$ cat src/logic/floppy_selftest_pkg.sv
// Constants and types shared by the drive self-test and status logic
package floppy_selftest_pkg;
   // ==========================================================
   // Clock and timing
   localparam int unsigned CLK_KHZ = 125000;
   localparam int unsigned CLK_NS = 8;
   localparam int unsigned STEP_MS = 3;
   localparam int unsigned STEP_CYC = STEP_MS * CLK_KHZ;
   localparam int unsigned STEP_PULSE_NS = 1000;
   localparam int unsigned STEP_PULSE_CYC = (STEP_PULSE_NS + CLK_NS - 1) / CLK_NS;
   localparam int unsigned INDEX_WAIT_MS = 500;
   localparam int unsigned INDEX_WAIT_CYC = INDEX_WAIT_MS * CLK_KHZ;
   localparam int unsigned FLASH_ON_MS = 250;
   localparam int unsigned FLASH_ON_CYC = FLASH_ON_MS * CLK_KHZ;
   localparam int unsigned FLASH_OFF_MS = 250;
   localparam int unsigned FLASH_OFF_CYC = FLASH_OFF_MS * CLK_KHZ;
   localparam int unsigned FLASH_GAP_MS = 1000;
   localparam int unsigned FLASH_GAP_CYC = FLASH_GAP_MS * CLK_KHZ;
   // ==========================================================
   // Widths and counts
   localparam int unsigned TMR_W = 27;
   localparam int unsigned CNT_W = 7;
   localparam int unsigned PCNT_W = 8;
   localparam int unsigned PIN_W = 16;
   localparam logic [CNT_W-1:0] SEEK_MAX = 7'h50;
   localparam logic [CNT_W-1:0] IN_STEPS = 7'h04;
   localparam logic [CNT_W-1:0] OUT_MAX = 7'h06;
   // ==========================================================
   // Flash codes: first group, then the second group per failure
   localparam int unsigned CODE_W = 3;
   localparam logic [CODE_W-1:0] CODE_FIRST = 3'h3;
   localparam logic [CODE_W-1:0] CODE_STEP_IN = 3'h2;
   localparam logic [CODE_W-1:0] CODE_STEP_OUT = 3'h3;
   localparam logic [CODE_W-1:0] CODE_INDEX = 3'h4;
   localparam logic [CODE_W-1:0] CODE_NONE = 3'h0;
   // ==========================================================
   // States
   typedef enum logic [2:0] {
      ST_SEEK0, ST_STEP_IN, ST_STEP_OUT, ST_READY, ST_IDX_WAIT, ST_ERROR, ST_ERR_DONE
   } selftest_state_type;
   typedef enum logic [1:0] {FL_IDLE, FL_ON, FL_OFF} flash_state_type;
endpackage

$ cat src/logic/flash_if.sv
// Link between the self-test sequencer and the flash code generator
`timescale 1ns/10ps
interface flash_if;
   logic run;
   logic [2:0] second_cnt;
   logic led;
   logic cycle_done;
   modport gen (input run, input second_cnt, output led, output cycle_done);
   modport ctl (output run, output second_cnt, input led, input cycle_done);
endinterface

$ cat src/logic/flash_code_gen.sv
// Indicator flash code generator: two pulse groups and a long dark gap
`timescale 1ns/10ps
module flash_code_gen #(
   parameter int unsigned ON_CYC_P = floppy_selftest_pkg::FLASH_ON_CYC,
   parameter int unsigned OFF_CYC_P = floppy_selftest_pkg::FLASH_OFF_CYC,
   parameter int unsigned GAP_CYC_P = floppy_selftest_pkg::FLASH_GAP_CYC
) (
   // Clock and reset
   input wire logic clk_i,
   input wire logic rst_n_i,
   // Sequencer side
   flash_if.gen fl
);
   import floppy_selftest_pkg::*;

   flash_state_type fst_ff;
   logic [TMR_W-1:0] ftmr_ff;
   logic [CODE_W-1:0] left_ff;
   logic group_ff;
   logic led_ff;
   logic done_ff;
   logic ftmr_zero;

   assign ftmr_zero = (ftmr_ff == '0);
   assign fl.led = led_ff;
   assign fl.cycle_done = done_ff;

   // ==========================================================
   // Pulse sequencer
   // RQ15 two groups, long gap
   always_ff @(posedge clk_i or negedge rst_n_i) begin
      if (!rst_n_i) begin
         fst_ff <= FL_IDLE;
         ftmr_ff <= '0;
         left_ff <= '0;
         group_ff <= 1'b0;
         led_ff <= 1'b0;
         done_ff <= 1'b0;
      end else begin
         done_ff <= 1'b0;
         if (!ftmr_zero) begin
            ftmr_ff <= ftmr_ff - 1'b1;
         end
         case (fst_ff)
            FL_IDLE: begin
               if (fl.run) begin
                  fst_ff <= FL_ON;
                  led_ff <= 1'b1;
                  ftmr_ff <= TMR_W'(ON_CYC_P - 1);
                  group_ff <= 1'b0;
                  left_ff <= CODE_FIRST - 1'b1;
               end
            end
            FL_ON: begin
               if (ftmr_zero) begin
                  fst_ff <= FL_OFF;
                  led_ff <= 1'b0;
                  ftmr_ff <= (left_ff == '0) ? TMR_W'(GAP_CYC_P - 1) : TMR_W'(OFF_CYC_P - 1);
               end
            end
            FL_OFF: begin
               if (ftmr_zero) begin
                  if (left_ff != '0) begin
                     left_ff <= left_ff - 1'b1;
                     fst_ff <= FL_ON;
                     led_ff <= 1'b1;
                     ftmr_ff <= TMR_W'(ON_CYC_P - 1);
                  end else if (!group_ff) begin
                     group_ff <= 1'b1;
                     left_ff <= fl.second_cnt - 1'b1;
                     fst_ff <= FL_ON;
                     led_ff <= 1'b1;
                     ftmr_ff <= TMR_W'(ON_CYC_P - 1);
                  end else begin
                     // Restart keeps the code repeating while the sequencer holds run
                     done_ff <= 1'b1;
                     group_ff <= 1'b0;
                     left_ff <= CODE_FIRST - 1'b1;
                     fst_ff <= fl.run ? FL_ON : FL_IDLE;
                     led_ff <= fl.run;
                     ftmr_ff <= TMR_W'(ON_CYC_P - 1);
                  end
               end
            end
            default: fst_ff <= FL_IDLE;
         endcase
      end
   end

   // ==========================================================
   // Checks
   logic led_prev_ff;
   logic [3:0] pulses_ff;
   always_ff @(posedge clk_i or negedge rst_n_i) begin
      if (!rst_n_i) begin
         led_prev_ff <= 1'b0;
         pulses_ff <= '0;
      end else begin
         led_prev_ff <= led_ff;
         pulses_ff <= (done_ff ? 4'h0 : pulses_ff) + {3'h0, led_ff & ~led_prev_ff};
      end
   end
endmodule

$ cat src/logic/floppy_drive_selftest_status.sv
// Drive supervisory logic: power-on tests, index check, flash codes, status
// Operation
// RQ1 - Write protected diskette blocks writes, flags status
// RQ2 - Indicator lights while this unit is selected
// RQ3 - Respond only to own select of four
// RQ4 - Power-on: step in, then step out
// RQ5 - Step-in failure flashes three then two
// RQ6 - Step-out failure flashes three then three
// RQ7 - Lever closure starts index pulse check
// RQ8 - Missing index pulse flashes three then four
// RQ9 - Failed test reruns after lever open-close
// RQ10 - Error cycle completes only with lever open
// RQ11 - Head loaded exactly while lever latched
// RQ12 - Report one- or two-sided diskette status
// RQ13 - Raw read data, no clock separation
// RQ14 - Host spaces step requests three milliseconds apart
// RQ15 - Two pulse groups, long gap, repeating
`timescale 1ns/10ps
module floppy_drive_selftest_status #(
   parameter int unsigned STEP_CYC_P = floppy_selftest_pkg::STEP_CYC,
   parameter int unsigned INDEX_WAIT_CYC_P = floppy_selftest_pkg::INDEX_WAIT_CYC,
   parameter int unsigned FLASH_ON_CYC_P = floppy_selftest_pkg::FLASH_ON_CYC,
   parameter int unsigned FLASH_OFF_CYC_P = floppy_selftest_pkg::FLASH_OFF_CYC,
   parameter int unsigned FLASH_GAP_CYC_P = floppy_selftest_pkg::FLASH_GAP_CYC
) (
   // Clock and reset
   input wire logic SYS_CLK_I,
   input wire logic RST_N_I,
   // Host requests
   input wire logic [3:0] SELECT_I,
   input wire logic [1:0] UNIT_ADDR_I,
   input wire logic WRITE_GATE_I,
   input wire logic WRITE_DATA_I,
   input wire logic STEP_I,
   input wire logic DIR_IN_I,
   // Drive sensors
   input wire logic WP_SENSE_I,
   input wire logic TRK0_SENSE_I,
   input wire logic INDEX0_SENSE_I,
   input wire logic INDEX1_SENSE_I,
   input wire logic LEVER_CLOSED_I,
   input wire logic RAW_READ_I,
   // Host status
   output logic WRITE_PROT_O,
   output logic TWO_SIDED_O,
   output logic TRACK0_O,
   output logic INDEX_O,
   output logic READ_DATA_O,
   // Mechanism and panel
   output logic HEAD_LOAD_O,
   output logic WRITE_EN_O,
   output logic WRITE_DATA_O,
   output logic STEP_O,
   output logic STEP_DIR_IN_O,
   output logic LED_O
);
   import floppy_selftest_pkg::*;

   // ==========================================================
   // Pin synchronisers
   logic [PIN_W-1:0] pin_raw;
   logic [PIN_W-1:0] sync1_ff;
   logic [PIN_W-1:0] sync2_ff;
   logic [3:0] sel_s;
   logic [1:0] addr_s;
   logic wgate_s, wdata_s, step_s, dir_s, wp_s, trk0_s, idx0_s, idx1_s, lever_s, rdata_s;

   assign pin_raw = {SELECT_I, UNIT_ADDR_I, WRITE_GATE_I, WRITE_DATA_I, STEP_I, DIR_IN_I,
                     WP_SENSE_I, TRK0_SENSE_I, INDEX0_SENSE_I, INDEX1_SENSE_I,
                     LEVER_CLOSED_I, RAW_READ_I};
   assign {sel_s, addr_s, wgate_s, wdata_s, step_s, dir_s, wp_s, trk0_s, idx0_s, idx1_s,
           lever_s, rdata_s} = sync2_ff;

   always_ff @(posedge SYS_CLK_I or negedge RST_N_I) begin
      if (!RST_N_I) begin
         sync1_ff <= '0;
         sync2_ff <= '0;
      end else begin
         sync1_ff <= pin_raw;
         sync2_ff <= sync1_ff;
      end
   end

   // ==========================================================
   // Edges and selection
   logic idx0_prev_ff, idx1_prev_ff, lever_prev_ff;
   logic idx0_rise, idx1_rise, lever_rise, sel;

   always_ff @(posedge SYS_CLK_I or negedge RST_N_I) begin
      if (!RST_N_I) begin
         idx0_prev_ff <= 1'b0;
         idx1_prev_ff <= 1'b0;
         lever_prev_ff <= 1'b0;
      end else begin
         idx0_prev_ff <= idx0_s;
         idx1_prev_ff <= idx1_s;
         lever_prev_ff <= lever_s;
      end
   end

   assign idx0_rise = idx0_s & ~idx0_prev_ff;
   assign idx1_rise = idx1_s & ~idx1_prev_ff;
   assign lever_rise = lever_s & ~lever_prev_ff;
   // RQ3 own select decode
   assign sel = sel_s[addr_s];

   // ==========================================================
   // Self-test sequencer
   flash_if fl();
   selftest_state_type st_ff;
   logic [TMR_W-1:0] tmr_ff;
   logic [CNT_W-1:0] cnt_ff;
   logic [CODE_W-1:0] code_ff;
   logic tmr_zero, issue_out, issue_in, carriage_test, host_ok;

   assign tmr_zero = (tmr_ff == '0);
   assign issue_out = tmr_zero && !trk0_s &&
                      ((st_ff == ST_SEEK0 && cnt_ff != SEEK_MAX) ||
                       (st_ff == ST_STEP_OUT && cnt_ff != OUT_MAX));
   assign issue_in = tmr_zero && st_ff == ST_STEP_IN && cnt_ff != IN_STEPS;
   assign carriage_test = (st_ff == ST_SEEK0) || (st_ff == ST_STEP_IN) ||
                          (st_ff == ST_STEP_OUT);
   assign host_ok = (st_ff == ST_READY) || (st_ff == ST_IDX_WAIT);

   always_ff @(posedge SYS_CLK_I or negedge RST_N_I) begin
      if (!RST_N_I) begin
         st_ff <= ST_SEEK0;
         tmr_ff <= TMR_W'(STEP_CYC_P - 1);
         cnt_ff <= '0;
         code_ff <= CODE_NONE;
      end else begin
         if (!tmr_zero) begin
            tmr_ff <= tmr_ff - 1'b1;
         end
         if (issue_out || issue_in) begin
            tmr_ff <= TMR_W'(STEP_CYC_P - 1);
            cnt_ff <= cnt_ff + 1'b1;
         end
         case (st_ff)
            // RQ4 seek home before test
            ST_SEEK0: begin
               if (tmr_zero && trk0_s) begin
                  st_ff <= ST_STEP_IN;
                  cnt_ff <= '0;
               end else if (tmr_zero && cnt_ff == SEEK_MAX) begin
                  // RQ5 sensor stuck at zero
                  st_ff <= ST_ERROR;
                  code_ff <= CODE_STEP_IN;
               end
            end
            ST_STEP_IN: begin
               if (tmr_zero && cnt_ff == IN_STEPS) begin
                  cnt_ff <= '0;
                  tmr_ff <= TMR_W'(STEP_CYC_P - 1);
                  // RQ5 still on track zero
                  if (trk0_s) begin
                     st_ff <= ST_ERROR;
                     code_ff <= CODE_STEP_IN;
                  end else begin
                     st_ff <= ST_STEP_OUT;
                  end
               end
            end
            ST_STEP_OUT: begin
               if (tmr_zero && trk0_s) begin
                  // RQ7 lever already closed at start
                  st_ff <= lever_s ? ST_IDX_WAIT : ST_READY;
                  tmr_ff <= TMR_W'(INDEX_WAIT_CYC_P - 1);
                  code_ff <= CODE_NONE;
               end else if (tmr_zero && cnt_ff == OUT_MAX) begin
                  // RQ6 track zero never reached
                  st_ff <= ST_ERROR;
                  code_ff <= CODE_STEP_OUT;
               end
            end
            ST_READY: begin
               // RQ7 closure starts index check
               if (lever_rise) begin
                  st_ff <= ST_IDX_WAIT;
                  tmr_ff <= TMR_W'(INDEX_WAIT_CYC_P - 1);
               end
            end
            ST_IDX_WAIT: begin
               if (!lever_s || idx0_rise) begin
                  st_ff <= ST_READY;
               end else if (tmr_zero) begin
                  // RQ8 no index pulse
                  st_ff <= ST_ERROR;
                  code_ff <= CODE_INDEX;
               end
            end
            ST_ERROR: begin
               // RQ10 finish only with lever open
               if (!lever_s && fl.cycle_done) begin
                  st_ff <= ST_ERR_DONE;
               end
            end
            ST_ERR_DONE: begin
               // RQ9 rerun after open then close
               if (lever_s) begin
                  cnt_ff <= '0;
                  if (code_ff == CODE_INDEX) begin
                     st_ff <= ST_IDX_WAIT;
                     tmr_ff <= TMR_W'(INDEX_WAIT_CYC_P - 1);
                  end else begin
                     st_ff <= ST_SEEK0;
                     tmr_ff <= TMR_W'(STEP_CYC_P - 1);
                  end
               end
            end
            default: st_ff <= ST_SEEK0;
         endcase
      end
   end

   // ==========================================================
   // Own step pulses
   logic [PCNT_W-1:0] pcnt_ff;
   logic own_dir_ff;
   always_ff @(posedge SYS_CLK_I or negedge RST_N_I) begin
      if (!RST_N_I) begin
         pcnt_ff <= '0;
         own_dir_ff <= 1'b0;
      end else if (issue_out || issue_in) begin
         pcnt_ff <= PCNT_W'(STEP_PULSE_CYC);
         own_dir_ff <= issue_in;
      end else if (pcnt_ff != '0) begin
         pcnt_ff <= pcnt_ff - 1'b1;
      end
   end

   // ==========================================================
   // Diskette sides
   logic two_sided_ff;
   always_ff @(posedge SYS_CLK_I or negedge RST_N_I) begin
      if (!RST_N_I) begin
         two_sided_ff <= 1'b0;
      end else if (!lever_s) begin
         two_sided_ff <= 1'b0;
      end else if (idx1_rise) begin
         // RQ12 second index hole seen
         two_sided_ff <= 1'b1;
      end
   end

   // ==========================================================
   // Flash code generator
   assign fl.run = (st_ff == ST_ERROR);
   assign fl.second_cnt = code_ff;

   flash_code_gen #(
      .ON_CYC_P(FLASH_ON_CYC_P),
      .OFF_CYC_P(FLASH_OFF_CYC_P),
      .GAP_CYC_P(FLASH_GAP_CYC_P)
   ) u_flash (
      .clk_i(SYS_CLK_I),
      .rst_n_i(RST_N_I),
      .fl(fl.gen)
   );

   // ==========================================================
   // Registered outputs
   logic nxt_write_en;
   // RQ1 write gating
   assign nxt_write_en = sel & wgate_s & ~wp_s & host_ok;

   always_ff @(posedge SYS_CLK_I or negedge RST_N_I) begin
      if (!RST_N_I) begin
         WRITE_PROT_O <= 1'b0;
         TWO_SIDED_O <= 1'b0;
         TRACK0_O <= 1'b0;
         INDEX_O <= 1'b0;
         READ_DATA_O <= 1'b0;
         WRITE_EN_O <= 1'b0;
         WRITE_DATA_O <= 1'b0;
      end else begin
         // RQ3 status only when selected
         WRITE_PROT_O <= sel & wp_s;
         TWO_SIDED_O <= sel & two_sided_ff;
         TRACK0_O <= sel & trk0_s;
         INDEX_O <= sel & idx0_s;
         // RQ13 raw digitised data
         READ_DATA_O <= sel & rdata_s;
         WRITE_EN_O <= nxt_write_en;
         WRITE_DATA_O <= nxt_write_en & wdata_s;
      end
   end

   always_ff @(posedge SYS_CLK_I or negedge RST_N_I) begin
      if (!RST_N_I) begin
         HEAD_LOAD_O <= 1'b0;
         STEP_O <= 1'b0;
         STEP_DIR_IN_O <= 1'b0;
         LED_O <= 1'b0;
      end else begin
         // RQ11 head follows lever
         HEAD_LOAD_O <= lever_s;
         // RQ14 host paces its own steps
         STEP_O <= carriage_test ? (pcnt_ff != '0) : (sel & step_s & host_ok);
         STEP_DIR_IN_O <= carriage_test ? own_dir_ff : dir_s;
         // RQ2 select lamp, flash on error
         LED_O <= (st_ff == ST_ERROR) ? fl.led : sel;
      end
   end
endmodule

$ cat config.mk
export PLATFORM = sky130hd
export DESIGN_NAME = floppy_drive_selftest_status
export DESIGN_NICKNAME = d
export VERILOG_FILES = /design/src/logic/floppy_selftest_pkg.sv /design/src/logic/flash_if.sv /design/src/logic/flash_code_gen.sv /design/src/logic/floppy_drive_selftest_status.sv
export SDC_FILE = /design/constraint.sdc
export NUM_CORES = 1
export LEC_CHECK = 0
export BUFFER_PORTS_ARGS = -buffer_cell sky130_fd_sc_hd__buf_2
export CAP_MARGIN = 10
export CORE_MARGIN = 10
export CORE_UTILIZATION = 50
export DETAILED_ROUTE_END_ITERATION = 10
export PLACE_DENSITY = 0.67
export SYNTH_ARGS = -nofsm -noshare
export SYNTH_HDL_FRONTEND = slang
export SYNTH_SLANG_ARGS = --single-unit
$ cat constraint.sdc
create_clock -name SYS_CLK_I -period 3.12 [get_ports SYS_CLK_I]
set_input_delay 0.468 -clock SYS_CLK_I [delete_from_list [all_inputs] [get_ports SYS_CLK_I]]
set_output_delay 0.468 -clock SYS_CLK_I [all_outputs]
set_load 0.005 [all_outputs]
==> reports/qor.yml, run 1 <==
status: "finished clean"
antenna_found_initial: 0
htreeDepth: 4
dr_wl_met3_um: 471
row_count: 41
clock_path_buffers: 2
crit_arrival_ps: 3010
overflow: 0
async_reset_ff_share_pct: 100
ir_drop_mv: 0.552
maxCapViolations: 0
grt_start_max_net_pins: 59
grt_setup_unrepaired: "false"
ys_seq_elements: 130
cts_root_buf: "clkbuf_16"
syn_avg_cell_area_um2: 9.94
yosys.area.top_type_share_pct: 46.7
ios: 29
drt_iter0_drc: 339
tns_ps: 0
io_buffers: 28
hold_path_class: "in -> async"
cp-end-kind: "flop"
core-area_um2: 12500
drc_errors: 0
place_congestion: 0.842
period_needed_ps: 2730
required_ps: 3410
syn_area_um2: 6320
cts_tree: "built"
powerDensity_nw_per_um2: 505
syn_inst: 636
final-max-slew-violation-count: 0
ant_nets: 0
synth_top_area_cell: "dfrtp_1"
dr.max_layer_used: "met4"
die_h_um: 132
tightest_slew_ps: 1150
worstSetupStartpointType: "flop"
yosysUniqueCellTypes: 71
post-cts-setup-buffers: 0
max_slew_margin_pct: 23.0
grtUsageTotal_pct: 15.9
path_class: "reg -> reg"
hpwl_mm: 9.45
ys_seq_area_share_pct: 51.7
hold_viol: 0
synth-edff-count: 0
grt_pass1_vias: 4760
synth_flop_cell: "dfrtp_1"
skew_ps: 12.0
syn_to_final_growth_pct: 15.1
fin_area_um2: 7280
via_per_inst: 5.59
insertion_delay_ps: 420
drt-total-wl_mm: 13.4
drtPass1Iterations: 4
critPathMaxFanout: 8
fin_crit_sh_pct: 87.4
numCtsBuffers: 17
synth_commonest_cells: "dfrtp_1, nand2_1, nor2_1"
initial_core_util_pct: 50.5
die-area_um2: 17500
ctsHoldBuffers: 0
path_clk_slew_ps: 60
p_leak_uw: 0.00333
wl_met1_mm: 6.27
met2_length_mm: 6.56
fmax_ghz: 0.367
ctsResizeCount: 0
die_w_um: 132
setup_viol: 0
yosysMostFrequentCell: "dfrtp_1"
vias: 4808
ys_top_cells_by_area: "dfrtp_1, xnor2_1, dfstp_2"
place_area_um2: 6720
cts.sinks: 130
diodes: 0
drive_gt1_share_pct: 16.3
grt_pass1_wl_mm: 23.2
yosys_warnings: 0
rr_worst_depth: 7
syn_nets: 667
fin_nets: 707
wl_per_cell_um: 15.6
[cells by family after synthesis]
group,Yosys count,synth area share (%)
flops,130,51.7
xor+xnor,47,6.51
simple gates,272,22.4
compound gates,116,11.7
fa+ha+maj,13,2.57
mux,11,2.02
buf+inv,47,3.05
[area by class of cell]
class,count,area (um^2)
Clock buffer,17,425
Clock inverter,14,133
Fill cell,1072,5240
Inverter,21,78.8
Multi-Input combinational cell,459,2860
Sequential cell,130,3270
Tap cell,172,215
Timing Repair Buffer,47,298
[power breakdown]
part / switching (uW) / internal [uW]
combinational: 53.3 / 28.8
sequential: 9.05 / 1720
clock: 766 / 1100
[critical path, cell delays in order, from the launching register on]
cell and delay (ps):
dfrtp_1 400, or4_1 690, nor4_2 430, nand4_1 160, buf_4 190, a211o_1 300, a21oi_2 320, nor2_1 90
[per-stage QoR]
stage / total power, uW / std cells / utilization [%] / setup slack (ps) / hold WS [ps]
3_3_place_gp: 1840 / 829 / 53.7 / 465 / 332
3_5_place_dp: 1840 / 829 / 53.7 / 415 / 335
2_1_floorplan: 1780 / 636 / - / 587 / 172
6_report: 3680 / 860 / 58.2 / 393 / 105
4_1_cts: 3720 / 860 / 58.2 / 394 / 130
5_1_grt: 3810 / 860 / 58.2 / 113 / 131
[state kept, by name, summed over array words and instances (netlist names), 2 cells and up]
name and count:
code_ff 3, cnt_ff 7, sync2_ff 16, u_flash.ftmr_ff 27
st_ff 3, u_flash.left_ff 3, tmr_ff 27, u_flash.fst_ff 2
pcnt_ff 8, sync1_ff 16
[routing by layer]
| metal | vias up | track usage, % |
|---|---|---|
| met5 | - | 0 |
| met3 | 14 | 3.97 |
| met1 | 2378 | 20.2 |
| li1 | 2352 | - |
| met4 | 0 | 6.72 |
| met2 | 64 | 25.4 |
[path summary, 6_finish.rpt]
kind                                startpoint  slack (ps)          end
worst max register to register       tmr_ff[5]         390    cnt_ff[4]
worst min register to register     sync1_ff[0]         340  sync2_ff[0]
worst max-delay path                 tmr_ff[5]         390    cnt_ff[4]
min in group SYS_CLK_I          INDEX1_SENSE_I         150  sync1_ff[2]
max in group asynchronous              RST_N_I        2270  sync1_ff[9]
worst min-delay path                   RST_N_I         110   tmr_ff[14]
[cells in the final DEF (no fill, tap or decap), drive strengths merged, types with 8 or more instances in the layout]
cell and instances:
nand4 13, or4 10, nor2b 9, xnor2 39, nand2 59, a21oi 33, o21ai 32, and2 9
nand3 22, nor3 27, dfstp 12, or3 15, dfrtp 118, ha 13, nor4 19, xor2 8
inv 25, nand2b 8, buf 47, clkbuf 17, nor2 60
(Power assumes the default switching activity.)
==> run 2, diff against run 1 <==
--- a/config.mk
+++ b/config.mk
@@ -9,8 +9,10 @@
 export CAP_MARGIN = 10
 export CORE_MARGIN = 10
 export CORE_UTILIZATION = 50
+export CTS_BUF_LIST = sky130_fd_sc_hd__clkbuf_8
 export DETAILED_ROUTE_END_ITERATION = 10
 export PLACE_DENSITY = 0.67
 export SYNTH_ARGS = -nofsm -noshare
 export SYNTH_HDL_FRONTEND = slang
+export SYNTH_HIERARCHICAL = 1
 export SYNTH_SLANG_ARGS = --single-unit
==> constraint.sdc (replaced) <==
create_clock -name SYS_CLK_I -period 3.12 [get_ports SYS_CLK_I]
set_input_delay 0.156 -clock SYS_CLK_I [delete_from_list [all_inputs] [get_ports SYS_CLK_I]]
set_output_delay 0.156 -clock SYS_CLK_I [all_outputs]
set_load 0.005 [all_outputs]
==> run 2 against run 1 <==
Clock-buffer cell count stayed put; sequential cell count stayed put; critical endpoint is now cnt_ff[0]; via count is 5.1% higher; routed wire length is 3.8% higher; highest routed layer unchanged; power is 13% lower; cell count is 0.35% higher; non-clock buffer count is 13 higher; synthesized cell count is 1.9% lower; die area is 2.1% higher; largest power group is now sequential cells; cell area is 1.3% higher.
==> reports/qor.yml, run 2 <==
setup_viol: 0
largestRegisters: "tmr_ff (27), u_flash/ftmr_ff (27)"
yosys_warnings: 6
io_buffers: 28
cts_tree: "built"
row_count: 41
antenna_found_initial: 0
ys_seq_elements: 130
post-route-util_pct: 58.2
cp-end-kind: "flop"
r2r_slack_ps: 310
drt-total-wl_mm: 13.9
synth_flop_cell: "dfrtp_1"
synth_top_area_cell: "dfrtp_1"
ios: 29
numCtsBuffers: 17
die_w_um: 134
wl_per_cell_um: 16.2
skew_ps: 15.4
hpwl_mm: 9.66
drt_iter0_drc: 450
cts.sinks: 130
grtUsageTotal_pct: 16.2
max_slew_margin_pct: 34.3
ant_nets: 0
syn_to_final_growth_pct: 13.7
syn_nets: 654
cp-startpoint: "tmr_ff[5]"
synth-edff-count: 0
syn_area_um2: 6480
final_cells: 863
post-cts-setup-buffers: 0
fin_nets: 708
fin_crit_sh_pct: 90.2
ys_top_cells_by_area: "dfrtp_1, dfstp_2, nand2_1"
final_common_cell: "dfrtp_1"
yosysMostFrequentCell: "dfrtp_1"
via_per_inst: 5.85
grt_start_max_net_pins: 68
tightest_slew_ps: 975
r2r_start: "tmr_ff[5]"
vias: 5052
worstSetupStartpointType: "flop"
clock_path_buffers: 2
status: "finished clean"
async_reset_ff_share_pct: 100
path_class: "reg -> reg"
crit_arrival_ps: 3120
yosys.area.top_type_share_pct: 45.6
placed_cells: 814
fmax_ghz: 0.356
critPathMaxFanout: 7
yosysUniqueCellTypes: 80
grt_setup_unrepaired: "false"
drc_errors: 0
insertion_delay_ps: 450
diodes: 0
final-max-slew-violation-count: 0
powerDensity_nw_per_um2: 434
cts_root_buf: "clkbuf_8"
period_needed_ps: 2810
ir_drop_mv: 0.453
ys_seq_area_share_pct: 50.4
core-area_um2: 12700
rr_worst_depth: 6
hold_path_class: "in -> reg"
place_congestion: 0.908
mostFrequentLayoutCells: "dfrtp_1, nand2_1, nor2_1"
grt_pass1_wl_mm: 24.2
path_clk_slew_ps: 90
synth_commonest_cells: "dfrtp_1, nand2_1, nor2_1"
tns_ps: 0
overflow: 0
die-area_um2: 17900
hold_viol: 0
initial_core_util_pct: 51.2
required_ps: 3430
drive_gt1_share_pct: 17.8
endpoint: "cnt_ff[0]"
syn_inst: 624
htreeDepth: 4
p_leak_uw: 0.00330
critical_path.reg2reg.endpoint: "cnt_ff[0]"
ctsResizeCount: 0
die_h_um: 134
ctsHoldBuffers: 17
grt_pass1_vias: 5021
maxCapViolations: 0
syn_avg_cell_area_um2: 10.4
drtPass1Iterations: 5
run 2: metrics by stage:
| stage | cell area [um^2] | setup WS, ps | hold WS [ps] | total power [uW] |
|---|---|---|---|---|
| after floorplan | 6480 | 532 | -140 | 1770 |
| after global placement | 6820 | 392 | 264 | 1840 |
| after detailed placement | 6820 | 336 | 265 | 1840 |
| after CTS | 7370 | 306 | 317 | 3240 |
| after global routing | 7370 | 85.2 | 330 | 3320 |
| final | 7370 | 307 | 344 | 3200 |
run 2: worst min-delay path by stage:
stage                               from           end  slack (ps)  cells past startpoint
after floorplan                  RST_N_I   HEAD_LOAD_O        -140                      0
after global placement    LEVER_CLOSED_I   sync1_ff[1]         260                      1
after detailed placement      RAW_READ_I   sync1_ff[0]         270                      1
after CTS                    SELECT_I[1]  sync1_ff[13]         320                      2
after global routing         SELECT_I[2]  sync1_ff[14]         330                      2
final                       WRITE_DATA_I   sync1_ff[8]         340                      2
run 2: cell type report:
| class | count | area (um^2) |
|---|---|---|
| Sequential cell | 130 | 3270 |
| Inverter | 20 | 75.1 |
| Clock buffer | 17 | 234 |
| Fill cell | 1094 | 5300 |
| Tap cell | 172 | 215 |
| Timing Repair Buffer | 60 | 438 |
| Multi-Input combinational cell | 449 | 2990 |
| Clock inverter | 15 | 150 |
run 2: kinds of logic after synthesis:
family / Yosys count / synth area share [%]
buffers and inverters: 45 / 3.44
multiplexers: 12 / 2.16
flip-flops: 130 / 50.4
AO/OA/AOI/OAI: 131 / 13.8
AND/OR/NAND/NOR: 259 / 23.1
XOR/XNOR: 35 / 4.73
adder cells (fa/ha/maj): 12 / 2.32
run 2: where the power goes:
| group | switching (uW) | total, uW | internal, uW |
|---|---|---|---|
| logic | 52.1 | 91.3 | 39.3 |
| registers | 14.1 | 1730 | 1710 |
| clock network | 782 | 1380 | 600 |
run 2: per-layer routing:
metal	part of all wire, %	wire [um]	global-route usage [%]	vias up
met2	47	6580	25.4	134
met5	0	0	0	-
met1	46	6440	21.2	2487
met4	1.4	194	5.93	0
li1	-	-	-	2410
met3	5.3	735	4.07	21
run 2: worst max-delay path, stage by stage (launching register included):
cell and delay, ps:
dfrtp_1 420, or4_4 550, or4_4 470, nor3_2 420, nand2_1 180, a211oi_2 510, nor2_1 110
==> run 3, diff against run 2 <==
--- a/config.mk
+++ b/config.mk
@@ -6,7 +6,7 @@
 export NUM_CORES = 1
 export LEC_CHECK = 0
 export BUFFER_PORTS_ARGS = -buffer_cell sky130_fd_sc_hd__buf_2
-export CAP_MARGIN = 10
+export CORE_ASPECT_RATIO = 1.5
 export CORE_MARGIN = 10
 export CORE_UTILIZATION = 50
 export CTS_BUF_LIST = sky130_fd_sc_hd__clkbuf_8
==> run 3 against run 2 <==
Maximum frequency increased by 0.86%; clock-buffer cell count increased by 1; clock power decreased by 4%; highest routed layer unchanged; power decreased by 1.7%; utilization increased by 0.29 points; cell count decreased by 1.6%; largest power group unchanged; cell area decreased by 0.27%; die area increased by 0.53%.
==> reports/qor.yml, run 3 (same netlist as run 2, synthesis figures left out) <==
critical_path.reg2reg.endpoint: "st_ff[1]"
final_common_cell: "dfrtp_1"
cts_root_buf: "clkbuf_8"
row_count: 50
skew_ps: 8.86
antenna_found_initial: 0
hold_path_class: "in -> async"
maxCapViolations: 0
insertion_delay_ps: 430
tightest_slew_ps: 886
fin_crit_sh_pct: 89.4
grt_start_max_net_pins: 86
die_w_um: 113
multiInputGateArea_um2: 2990
fin_nets: 710
status: "finished clean"
hpwl_mm: 9.91
largestRegisters: "tmr_ff (27), u_flash/ftmr_ff (27)"
die-area_um2: 18000
final-max-slew-violation-count: 0
numCtsBuffers: 17
grt_setup_unrepaired: "false"
cp-end-kind: "flop"
path_class: "reg -> reg"
drive_gt1_share_pct: 17.9
drt_iter0_drc: 329
setup_viol: 0
wl_per_cell_um: 16.9
tns_ps: 0
ctsResizeCount: 0
period_needed_ps: 2790
placed_cells: 800
drc_errors: 0
grt_pass1_wl_mm: 24.8
grtUsageTotal_pct: 16.3
rr_worst_depth: 6
use_met1_pct: 17.5
io_buffers: 28
nFillCells: 1039
powerDensity_nw_per_um2: 428
use_met2_pct: 29.9
ios: 29
place_congestion: 0.881
cts_tree: "built"
crit_arrival_ps: 3110
ant_nets: 0
vias: 5031
post-cts-setup-buffers: 0
drt-total-wl_mm: 14.4
grt_pass1_vias: 5237
path_clk_slew_ps: 80
drtPass1Iterations: 5
clock_path_buffers: 2
htreeDepth: 4
required_ps: 3440
p_leak_uw: 0.00330
worstSetupStartpointType: "flop"
ir_drop_mv: 0.530
ctsHoldBuffers: 17
overflow: 0
via_per_inst: 5.93
die_h_um: 159
critPathMaxFanout: 7
cts.sinks: 130
syn_to_final_growth_pct: 13.4
r2r_start: "tmr_ff[5]"
r2r_slack_ps: 330
fmax_ghz: 0.359
busiest_layer: "met2"
hold_viol: 0
initial_core_util_pct: 51.5
mostFrequentLayoutCells: "dfrtp_1, nand2_1, nor2_1"
max_slew_margin_pct: 40.9
final_cells: 849
diodes: 0
register_area_um2: 3270
use_met3_pct: 3.73
core-area_um2: 12600
[run 3: worst max-delay path by stage]
stage / end / depth (start not counted) / slack (ps) / from
2_1_floorplan: st_ff[0] / 7 / 530 / tmr_ff[5]
3_3_place_gp: st_ff[2] / 6 / 410 / tmr_ff[5]
3_5_place_dp: st_ff[1] / 6 / 350 / tmr_ff[5]
4_1_cts: st_ff[1] / 6 / 330 / tmr_ff[5]
5_1_grt: cnt_ff[4] / 6 / 150 / tmr_ff[5]
6_report: st_ff[1] / 6 / 330 / tmr_ff[5]
[run 3: metrics by stage]
step / hold slack, ps / setup WS, ps / instance area, um^2 / power, uW / util, %
after CTS: 218 / 333 / 7350 / 3190 / 58.5
after global routing: 244 / 154 / 7350 / 3270 / 58.5
final: 224 / 331 / 7350 / 3150 / 58.5
after global placement: 115 / 406 / 6820 / 1840 / 54.2
after detailed placement: 117 / 353 / 6820 / 1840 / 54.2
after floorplan: -140 / 532 / 6480 / 1770 / -
[run 3: layout make-up]
cell class	count	share of cell area, %
Multi-Input combinational cell	449	40.7
Sequential cell	130	44.5
Tap cell	156	2.66
Clock buffer	18	3.37
Inverter	20	1.02
Timing Repair Buffer	62	6.21
Clock inverter	14	1.60
[run 3: critical path, cell delays in order, from the launching register on]
cell and delay, ps:
dfrtp_1 420, or4_4 550, or4_4 470, or3_1 550, o22ai_2 160, o2111ai_2 170
mux2_1 350
[run 3: power breakdown]
part           internal (uW)  switching (uW)  total, uW
Sequential              1710            14.7       1730
Clock                    597             729       1330
Combinational           39.7            52.7       92.3
[run 3: metal layers]
metal | part of all wire, % | vias to the layer above
met5 | 0 | -
met2 | 55 | 104
li1 | - | 2406
met1 | 40 | 2502
met4 | 1.3 | 0
met3 | 3.5 | 19
